==> src/hdl/power_mode_defs.vh <==
// Purpose: Constants for the power mode sequencer
// Assumes: 8-bit register port, 20 MHz main oscillator clock
// Notes:
// How it works
// - Line two selector codes 00..11 pick port B pins 3..6; reset 00.
// - Line two on port B pin 4 cannot wake from Halt.
// - Line one selector codes 00..11 pick port A pins 4..7; reset 11.
// - Line zero selector codes 00..11 pick port A pins 0..3; reset 00.
// - After reset: Run mode, CPU and peripherals on oscillator divided by 2.
// - Slow mode bit set divides oscillator by 32; clearing restores normal.
// - Wait while slow gives Slow-Wait: CPU stopped, peripherals on slow clock.
// - Wait instruction stops CPU, clears mask, resumes on interrupt or reset.
// - Taking interrupt sets mask; popping condition codes clears it.
// - Halt instruction enters Halt only without Active-halt and auto-wakeup.
// - Halt exit restarts oscillator, waits 256 or 4096 CPU cycles first.
// - Entering Halt clears the mask so pending interrupts wake at once.
// - Halt stops the oscillator, CPU and all peripherals.
// - Watchdog-in-halt option makes halt with watchdog on give a watchdog reset.
// - Opcode 8E is decoded as the halt instruction.
// - Active-halt chosen by timebase-one enable, or overflow enable with CK1=0, CK0=1.
// - Reset ending Active-halt waits 256 or 4096 cycles, then fetches reset vector.
// - Interrupt ending Active-halt resumes at once, no stabilisation delay.
// - Entering Active-halt clears the mask.
// - Active-halt keeps only oscillator and selected timer counter running.
// - Halt with Active-halt enabled never gives a watchdog reset.
// - Only timebase-one and capable interrupts wake from Active-halt.
// - Halt with auto-wakeup enable set, without Active-halt or watchdog-in-halt reset, enters auto-wakeup-from-halt mode.
`ifndef POWER_MODE_DEFS_VH
`define POWER_MODE_DEFS_VH

// ****************************************
// Register offsets
// ****************************************
`define WAKE_PIN_SELECT_ADDR  2'h0
`define MAIN_CLOCK_CTRL_ADDR 2'h1
`define TIMER_CTRL_ADDR      2'h2
`define MODE_STATUS_ADDR     2'h3

// ****************************************
// Field positions
// ****************************************
`define SEL_LINE_ZERO_LSB 0
`define SEL_LINE_ONE_LSB  2
`define SEL_LINE_TWO_LSB  4
`define CLK_SLOW_BIT      0
`define CLK_AWU_BIT       1
`define TMR_TIMEBASE_ONE_IRQ_ENABLE_BIT     0
`define TMR_OVERFLOW_IRQ_ENABLE_BIT     1
`define TMR_CK0_BIT       2
`define TMR_CK1_BIT       3

// ****************************************
// Reset values and codes
// ****************************************
`define WAKE_PIN_SELECT_RST 8'h0C
`define CTRL_RST            8'h00
`define HALT_OPCODE         8'h8E
`define LINE_TWO_NO_HALT    2'h1

// ****************************************
// Timing counts
// ****************************************
`define NORMAL_DIV     32'd2
`define SLOW_DIV       32'd32
`define STAB_SHORT_CYC 256
`define STAB_LONG_CYC  4096

`endif

==> src/hdl/power_mode_sequencer.v <==
// Purpose: Run, Slow, Wait, Halt, Active-halt and auto-wakeup sequencing
// Assumes: clk_i is the main oscillator; CPU and interrupt logic outside
// Notes: Clock gating is given as one-cycle enables
//
// Chosen here: the address-and-strobe port and the register offsets.
`include "power_mode_defs.vh"
`default_nettype none

module power_mode_sequencer #(
  parameter integer STAB_SHORT = `STAB_SHORT_CYC,
  parameter integer STAB_LONG  = `STAB_LONG_CYC
) (
  // Clock and reset
  input  wire       clk_i,
  input  wire       sys_rst_i,
  // Register port
  input  wire [1:0] addr_i,
  input  wire [7:0] wdata_i,
  input  wire       wr_i,
  input  wire       rd_i,
  output wire [7:0] rdata_o,
  // CPU instruction and interrupt handshake
  input  wire       instr_valid_i,
  input  wire [7:0] opcode_i,
  input  wire       wfi_exec_i,
  input  wire       irq_take_i,
  input  wire       cc_pop_i,
  input  wire       irq_pending_i,
  // Wake sources
  input  wire [2:0] ext_irq_i,
  input  wire       periph_halt_wake_i,
  input  wire       awu_irq_i,
  input  wire       timebase_one_interrupt_i,
  input  wire       ahalt_cap_irq_i,
  input  wire       ext_rst_req_i,
  // Pins and static options
  input  wire [7:0] port_a_i,
  input  wire [6:3] port_b_i,
  input  wire       wdg_enable_i,
  input  wire       watchdog_in_halt_option_i,
  input  wire       stab_long_i,
  // Clock controls and events
  output wire       osc_run_o,
  output wire       cpu_clk_en_o,
  output wire       periph_clk_en_o,
  output wire       timer_clk_en_o,
  output wire       imask_o,
  output wire [2:0] mode_o,
  output wire [2:0] wake_line_o,
  output wire       fetch_reset_o,
  output wire       service_irq_o,
  output wire       wdg_reset_o
);

  // ****************************************
  // States
  // ****************************************
  localparam [2:0] ST_RUN   = 3'h0;
  localparam [2:0] ST_WAIT  = 3'h1;
  localparam [2:0] ST_HALT  = 3'h2;
  localparam [2:0] ST_AHALT = 3'h3;
  localparam [2:0] ST_AUTO_WAKEUP_HALT_MODE = 3'h4;
  localparam [2:0] ST_STABI = 3'h5;
  localparam [2:0] ST_STABR = 3'h6;

  localparam [31:0] SLOW_LAST_W  = `SLOW_DIV - 32'd1;
  localparam [31:0] NORM_LAST_W  = `NORMAL_DIV - 32'd1;
  localparam [31:0] SHORT_LAST_W = STAB_SHORT - 1;
  localparam [31:0] LONG_LAST_W  = STAB_LONG - 1;
  localparam [4:0]  SLOW_LAST    = SLOW_LAST_W[4:0];
  localparam [4:0]  NORM_LAST    = NORM_LAST_W[4:0];
  localparam [12:0] SHORT_LAST   = SHORT_LAST_W[12:0];
  localparam [12:0] LONG_LAST    = LONG_LAST_W[12:0];

  // ****************************************
  // Registers
  // ****************************************
  reg  [7:0]  sel_ff;
  reg  [7:0]  clk_ctrl_ff;
  reg  [7:0]  tmr_ctrl_ff;
  reg  [7:0]  rdata_ff;
  reg  [2:0]  state_ff;
  reg  [2:0]  nxt_state;
  reg         imask_ff;
  reg  [4:0]  div_ff;
  reg  [12:0] stab_ff;
  reg  [7:0]  pa_meta_ff;
  reg  [7:0]  pa_ff;
  reg  [3:0]  pb_meta_ff;
  reg  [3:0]  pb_ff;
  reg         rst_meta_ff;
  reg         rst_ff;
  reg  [2:0]  wake_ff;
  reg         osc_ff;
  reg         cpu_en_ff;
  reg         per_en_ff;
  reg         tmr_en_ff;
  reg         fetch_ff;
  reg         svc_ff;
  reg         wdg_ff;

  wire [1:0] sel0 = sel_ff[`SEL_LINE_ZERO_LSB +: 2];
  wire [1:0] sel1 = sel_ff[`SEL_LINE_ONE_LSB +: 2];
  wire [1:0] sel2 = sel_ff[`SEL_LINE_TWO_LSB +: 2];
  wire       slow = clk_ctrl_ff[`CLK_SLOW_BIT];
  wire       awu_en = clk_ctrl_ff[`CLK_AWU_BIT];

  // ****************************************
  // Register port
  // ****************************************
  always @(posedge clk_i) begin
    if (sys_rst_i) begin
      sel_ff      <= `WAKE_PIN_SELECT_RST;
      clk_ctrl_ff <= `CTRL_RST;
      tmr_ctrl_ff <= `CTRL_RST;
      rdata_ff    <= 8'h00;
    end else begin
      if (wr_i) begin
        case (addr_i)
          `WAKE_PIN_SELECT_ADDR: sel_ff <= wdata_i;
          `MAIN_CLOCK_CTRL_ADDR: clk_ctrl_ff <= {6'h00, wdata_i[1:0]};
          `TIMER_CTRL_ADDR:      tmr_ctrl_ff <= {4'h0, wdata_i[3:0]};
          default: ;
        endcase
      end
      if (rd_i) begin
        case (addr_i)
          `WAKE_PIN_SELECT_ADDR: rdata_ff <= sel_ff;
          `MAIN_CLOCK_CTRL_ADDR: rdata_ff <= clk_ctrl_ff;
          `TIMER_CTRL_ADDR:      rdata_ff <= tmr_ctrl_ff;
          `MODE_STATUS_ADDR:     rdata_ff <= {3'h0, imask_ff, state_ff == ST_WAIT && slow, state_ff};
          default:               rdata_ff <= 8'h00;
        endcase
      end else begin
        rdata_ff <= 8'h00;
      end
    end
  end

  // ****************************************
  // Pin synchronisers and wake line mux
  // ****************************************
  always @(posedge clk_i) begin
    if (sys_rst_i) begin
      pa_meta_ff  <= 8'h00;
      pa_ff       <= 8'h00;
      pb_meta_ff  <= 4'h0;
      pb_ff       <= 4'h0;
      rst_meta_ff <= 1'b0;
      rst_ff      <= 1'b0;
      wake_ff     <= 3'h0;
    end else begin
      pa_meta_ff  <= port_a_i;
      pa_ff       <= pa_meta_ff;
      pb_meta_ff  <= port_b_i;
      pb_ff       <= pb_meta_ff;
      rst_meta_ff <= ext_rst_req_i;
      rst_ff      <= rst_meta_ff;
      wake_ff[0]  <= pa_ff[{1'b0, sel0}];
      wake_ff[1]  <= pa_ff[{1'b1, sel1}];
      wake_ff[2]  <= pb_ff[sel2];
    end
  end

  // ****************************************
  // Mode decisions
  // ****************************************
  wire halt_instr = instr_valid_i && (opcode_i == `HALT_OPCODE);
  wire ahalt_en = tmr_ctrl_ff[`TMR_TIMEBASE_ONE_IRQ_ENABLE_BIT] ||
                  (tmr_ctrl_ff[`TMR_OVERFLOW_IRQ_ENABLE_BIT] && !tmr_ctrl_ff[`TMR_CK1_BIT] &&
                   tmr_ctrl_ff[`TMR_CK0_BIT]);
  wire wdg_trip = wdg_enable_i && watchdog_in_halt_option_i;
  // Line two on pin 4 is blind in Halt
  wire [2:0] ext_q = {ext_irq_i[2] && (sel2 != `LINE_TWO_NO_HALT),
                      ext_irq_i[1:0]};
  wire halt_wake  = (|ext_q) || periph_halt_wake_i;
  wire ahalt_wake = timebase_one_interrupt_i || ahalt_cap_irq_i;
  wire [12:0] stab_last = stab_long_i ? LONG_LAST : SHORT_LAST;
  wire [4:0] div_last = (slow && state_ff != ST_STABI && state_ff != ST_STABR)
                        ? SLOW_LAST : NORM_LAST;
  // Catches up at once when the divide ratio shrinks
  wire tick = (div_ff >= div_last);

  always @* begin
    nxt_state = state_ff;
    case (state_ff)
      ST_RUN: begin
        if (halt_instr) begin
          if (ahalt_en)
            nxt_state = ST_AHALT;
          else if (wdg_trip)
            nxt_state = ST_RUN;
          else if (awu_en)
            nxt_state = ST_AUTO_WAKEUP_HALT_MODE;
          else
            nxt_state = ST_HALT;
        end else if (wfi_exec_i) begin
          nxt_state = ST_WAIT;
        end
      end
      ST_WAIT: begin
        if (irq_pending_i)
          nxt_state = ST_RUN;
      end
      ST_HALT: begin
        if (rst_ff)
          nxt_state = ST_STABR;
        else if (halt_wake)
          nxt_state = ST_STABI;
      end
      ST_AUTO_WAKEUP_HALT_MODE: begin
        if (rst_ff)
          nxt_state = ST_STABR;
        else if (halt_wake || awu_irq_i)
          nxt_state = ST_STABI;
      end
      ST_AHALT: begin
        if (rst_ff)
          nxt_state = ST_STABR;
        else if (ahalt_wake)
          nxt_state = ST_RUN;
      end
      ST_STABI, ST_STABR: begin
        if (tick && stab_ff == stab_last)
          nxt_state = ST_RUN;
      end
      default: nxt_state = ST_RUN;
    endcase
  end

  // ****************************************
  // State, mask and counters
  // ****************************************
  always @(posedge clk_i) begin
    if (sys_rst_i) begin
      state_ff <= ST_RUN;
      imask_ff <= 1'b1;
      div_ff   <= 5'h00;
      stab_ff  <= 13'h0000;
    end else begin
      state_ff <= nxt_state;
      if (state_ff == ST_RUN && nxt_state != ST_RUN)
        imask_ff <= 1'b0;
      else if (irq_take_i)
        imask_ff <= 1'b1;
      else if (cc_pop_i)
        imask_ff <= 1'b0;
      // Divider is held at zero while the oscillator is off
      // Restart on stabilisation entry so the wait is whole CPU cycles
      if (state_ff == ST_HALT || state_ff == ST_AUTO_WAKEUP_HALT_MODE || tick ||
          (nxt_state != state_ff && (nxt_state == ST_STABI || nxt_state == ST_STABR)))
        div_ff <= 5'h00;
      else
        div_ff <= div_ff + 5'h01;
      if (state_ff != ST_STABI && state_ff != ST_STABR)
        stab_ff <= 13'h0000;
      else if (tick)
        stab_ff <= stab_ff + 13'h0001;
    end
  end

  // ****************************************
  // Clock enables and event pulses
  // ****************************************
  always @(posedge clk_i) begin
    if (sys_rst_i) begin
      osc_ff    <= 1'b1;
      cpu_en_ff <= 1'b0;
      per_en_ff <= 1'b0;
      tmr_en_ff <= 1'b0;
      fetch_ff  <= 1'b0;
      svc_ff    <= 1'b0;
      wdg_ff    <= 1'b0;
    end else begin
      osc_ff    <= nxt_state != ST_HALT && nxt_state != ST_AUTO_WAKEUP_HALT_MODE;
      cpu_en_ff <= tick && state_ff == ST_RUN;
      per_en_ff <= tick && (state_ff == ST_RUN || state_ff == ST_WAIT);
      tmr_en_ff <= tick && (state_ff == ST_RUN || state_ff == ST_WAIT ||
                            state_ff == ST_AHALT);
      fetch_ff  <= state_ff == ST_STABR && nxt_state == ST_RUN;
      svc_ff    <= (state_ff != ST_RUN && state_ff != ST_STABR) &&
                   nxt_state == ST_RUN;
      wdg_ff    <= state_ff == ST_RUN && halt_instr && !ahalt_en && wdg_trip;
    end
  end

  assign rdata_o         = rdata_ff;
  assign osc_run_o       = osc_ff;
  assign cpu_clk_en_o    = cpu_en_ff;
  assign periph_clk_en_o = per_en_ff;
  assign timer_clk_en_o  = tmr_en_ff;
  assign imask_o         = imask_ff;
  assign mode_o          = state_ff;
  assign wake_line_o     = wake_ff;
  assign fetch_reset_o   = fetch_ff;
  assign service_irq_o   = svc_ff;
  assign wdg_reset_o     = wdg_ff;

endmodule

`default_nettype wire

==> config.mk <==
export PLATFORM = sky130hd
export DESIGN_NAME = power_mode_sequencer
export DESIGN_NICKNAME = d
export VERILOG_FILES = /design/src/hdl/power_mode_sequencer.v
export VERILOG_INCLUDE_DIRS = /design/src /design/src/hdl
export SDC_FILE = /design/constraint.sdc
export NUM_CORES = 1
export LEC_CHECK = 0
export ABC_AREA = 1
export BUFFER_PORTS_ARGS = -buffer_cell sky130_fd_sc_hd__buf_2
export CAP_MARGIN = 20
export CORE_ASPECT_RATIO = 0.7
export CORE_MARGIN = 2
export CORE_UTILIZATION = 58
export CTS_CLUSTER_SIZE = 25
export DETAILED_ROUTE_END_ITERATION = 12
export PLACE_DENSITY = 0.93
export SLEW_MARGIN = 25
export SYNTH_ARGS = -nofsm -noshare
export SYNTH_HDL_FRONTEND = slang
export SYNTH_SLANG_ARGS = --single-unit
==> constraint.sdc <==
create_clock -name clk_i -period 4.69 [get_ports clk_i]
set_input_delay 0.2345 -clock clk_i [delete_from_list [all_inputs] [get_ports clk_i]]
set_output_delay 0.2345 -clock clk_i [all_outputs]
set_load 0.02 [all_outputs]
==> reports/metrics.yaml <==
synth:
  synth-adder-area-share_pct: 2.19
  synth_xor_area_share_pct: 1.02
  yosys.area_share.simple_pct: 28.3
  synth-seq-area-share_pct: 46.6
  syn-cell-area_um2: 3430
  synth-seq-cells: 80
  ys_types: 37
  syn_area_per_cell_um2: 7.34
  synth_top_family_by_area: "simple AND/OR/NAND/NOR gates"
  synth_cells: 468
  yosys_warnings: 0
  synth-compound-area-share_pct: 11.6
  synthMuxAreaShare_pct: 0
  synth_fp_nets: 524
layout:
  mostFrequentLayoutCells: "inv_1, dfxtp_1, nor2_1"
  instances_no_fill: 623
  nets: 599
  area_delta_synth_final_pct: 18.0
  diodes: 0
  drive_gt1_share_pct: 21.4
clock_tree:
  hold_buffers: 0
  cts_buffers: 9
  cts_root_buf: "clkbuf_8"
  cts.sinks: 80
  ctsResizeCount: 0
  postCtsSetupBuffers: 0
  clock_path_buffers: 2
  htreeDepth: 3
  insertion_delay_ps: 350
  cts.reportedPaths.clkPinSlew_ps: 80
  cts_tree: "done"
worst_setup_path:
  cp_max_fo: 9
  cp-start-kind: "flip-flop"
  crit_required_ps: 4930
  end_kind: "flip-flop"
  reg2reg_depth: 20
  rr_startpoint: "mode_o[1]$_SDFF_PP0_"
  r2r_setup_slack_ps: 1650
  reg2reg_to: "stab_ff[11]$_SDFFE_PP0P_"
  critPathKind: "reg -> reg"
  cp.arrival_ps: 3280
flow_run:
  maxCapViolCount: 0
route:
  drc_errors: 0
  drtIter0Drc: 185
  ant_nets: 0
  wl_per_cell_um: 12.8
  num_vias: 3160
  wirelength_mm: 7.96
  routed_via_density: 5.07
  drt_pass1_iterations: 5
die:
  ios: 72
  fp-row-count: 23
  die_w_um: 96.0
  start_util_pct: 60.0
  die_area_um2: 6560
  core_um2: 5730
  die_y_um: 68.4
hold_path:
  worstHoldEndpoint: "pa_meta_ff[7]$_SDFF_PP0_"
  hold_depth: 3
  holdCritPathClass: "in -> reg"
  hold_start: "port_a_i[7]"
sta:
  fin_crit_ps: 3040
  skew_ps: 6.06
  tns_ps: 0
  relSlewSlack_pct: 49.0
  slew_viol_final: 0
  max_freq_mhz: 329
  worst_slew_pin_slew_ps: 765
  rsz0062_at_grt: "no"
  finalSetupViolations: 0
  hold_viol: 0
  fin_crit_sh_pct: 64.8
placement:
  dp_hpwl_mm: 5.97
  routabilityCongestion: 0.907
  portBuffers: 71
  place_inst: 607
power:
  leakage_nw: 1.88
  p_per_area_nw_per_um2: 362
  irDropWorstVdd_mv: 0.223
global_route:
  antenna_found_initial: 0
  grt_pass1_wl_mm: 12.7
  grt_pass1_vias: 2909
  grt.overflow.total: 0
  grt_util_all_layers_pct: 25.8
  grt_max_degree: 43
outcome:
  status: "finished clean"
[state kept, by name, summed over array words and instances (netlist names), 2 cells and up]
signal,count
clk_ctrl_ff,2
div_ff,5
mode_o,3
pa_ff,8
pa_meta_ff,8
pb_ff,4
pb_meta_ff,4
rdata_o,8
sel_ff,8
stab_ff,13
tmr_ctrl_ff,4
wake_line_o,3
[cells in the mapped netlist, drive strengths merged]
| cell type | number | area, µm² |
|---|---|---|
| nor2 | 86 | 350 |
| inv | 84 | 318 |
| dfxtp | 80 | 1600 |
| nand2 | 78 | 310 |
| a21oi | 35 | 175 |
| o21ai | 29 | 156 |
| nand3 | 27 | 155 |
| nand4 | 9 | 62.6 |
| ha | 6 | 75.1 |
| clkbuf | 5 | 18.8 |
| nor3 | 5 | 25.0 |
| a31oi | 4 | 25.0 |
| or2 | 4 | 25.0 |
| buf | 2 | 15.0 |
| nor4 | 2 | 18.8 |
| o211ai | 2 | 15.0 |
| xnor2 | 2 | 17.5 |
| xor2 | 2 | 17.5 |
| a22oi | 1 | 7.51 |
| and3 | 1 | 6.26 |
| nor3b | 1 | 12.5 |
| o21bai | 1 | 11.3 |
| o221ai | 1 | 8.76 |
| or3 | 1 | 6.26 |
[power by group]
part           leakage (nW)  switching [mW]  internal, mW
Combinational          1.12           0.136        0.0738
Sequential            0.654          0.0232         0.717
Clock                 0.107           0.255         0.263
Total                  1.88           0.414          1.05
[worst max-delay path, cell delays in order, from the launching register on]
cell,delay [ps]
dfxtp_1,570
inv_2,110
nor2_2,120
inv_1,70
nor2_4,110
inv_1,70
nand2_1,90
inv_1,60
nand2_1,140
ha_1,180
nand2_1,90
nor2_1,110
nand2_1,70
nand3_2,170
nand4_1,220
inv_1,130
nand2_1,80
nor2_1,190
inv_1,80
o21ai_0,170
a21oi_1,90
[metrics by stage]
stage / instance area, µm² / hold slack, ps / total power [mW] / util [%] / setup WS (ps)
after floorplan: 3430 / 316 / 0.884 / - / 2130
after global placement: 3850 / 391 / 0.944 / 67.2 / 1990
after detailed placement: 3850 / 392 / 0.961 / 67.2 / 1700
after CTS: 4050 / 68.2 / 1.47 / 70.8 / 1660
after global routing: 4050 / 64.6 / 1.53 / 70.8 / 1220
final: 4050 / 75.0 / 1.47 / 70.8 / 1650
[how the worst max path moves through the flow]
stage	startpoint	end	slack (ps)	cells past startpoint
2_1_floorplan	mode_o[1]$_SDFF_PP0_	osc_run_o$_SDFF_PP1_	2130	19
3_5_place_dp	mode_o[1]$_SDFF_PP0_	stab_ff[11]$_SDFFE_PP0P_	1700	20
4_1_cts	mode_o[1]$_SDFF_PP0_	stab_ff[11]$_SDFFE_PP0P_	1660	20
3_3_place_gp	mode_o[1]$_SDFF_PP0_	div_ff[0]$_SDFF_PP0_	1990	21
6_report	mode_o[1]$_SDFF_PP0_	stab_ff[11]$_SDFFE_PP0P_	1650	20
5_1_grt	mode_o[1]$_SDFF_PP0_	stab_ff[11]$_SDFFE_PP0P_	1220	20
[cell type report]
cell class	instances	area (µm²)
Inverter	84	318
Tap cell	75	93.8
Clock buffer	10	138
Sequential cell	80	1600
Fill cell	468	1670
Timing Repair Buffer	71	355
Multi-Input combinational cell	297	1480
Clock inverter	6	66.3
[cells by family after synthesis]
logic type	count (synthesis)
AND/OR/NAND/NOR	214
XOR/XNOR	4
AO/OA/AOI/OAI	73
flip-flops	80
adder cells (fa/ha/maj)	6
buffers and inverters	91
[per-layer routing]
layer  vias up  routed length (µm)  GRT usage (%)
met5         -                   0              0
met4         0                 136           8.04
met3        16                 664           8.37
met2       127                3730           44.4
met1      1388                3440           30.9
li1       1629                   -              -
Note: power is estimated with default switching activity, not from simulation.
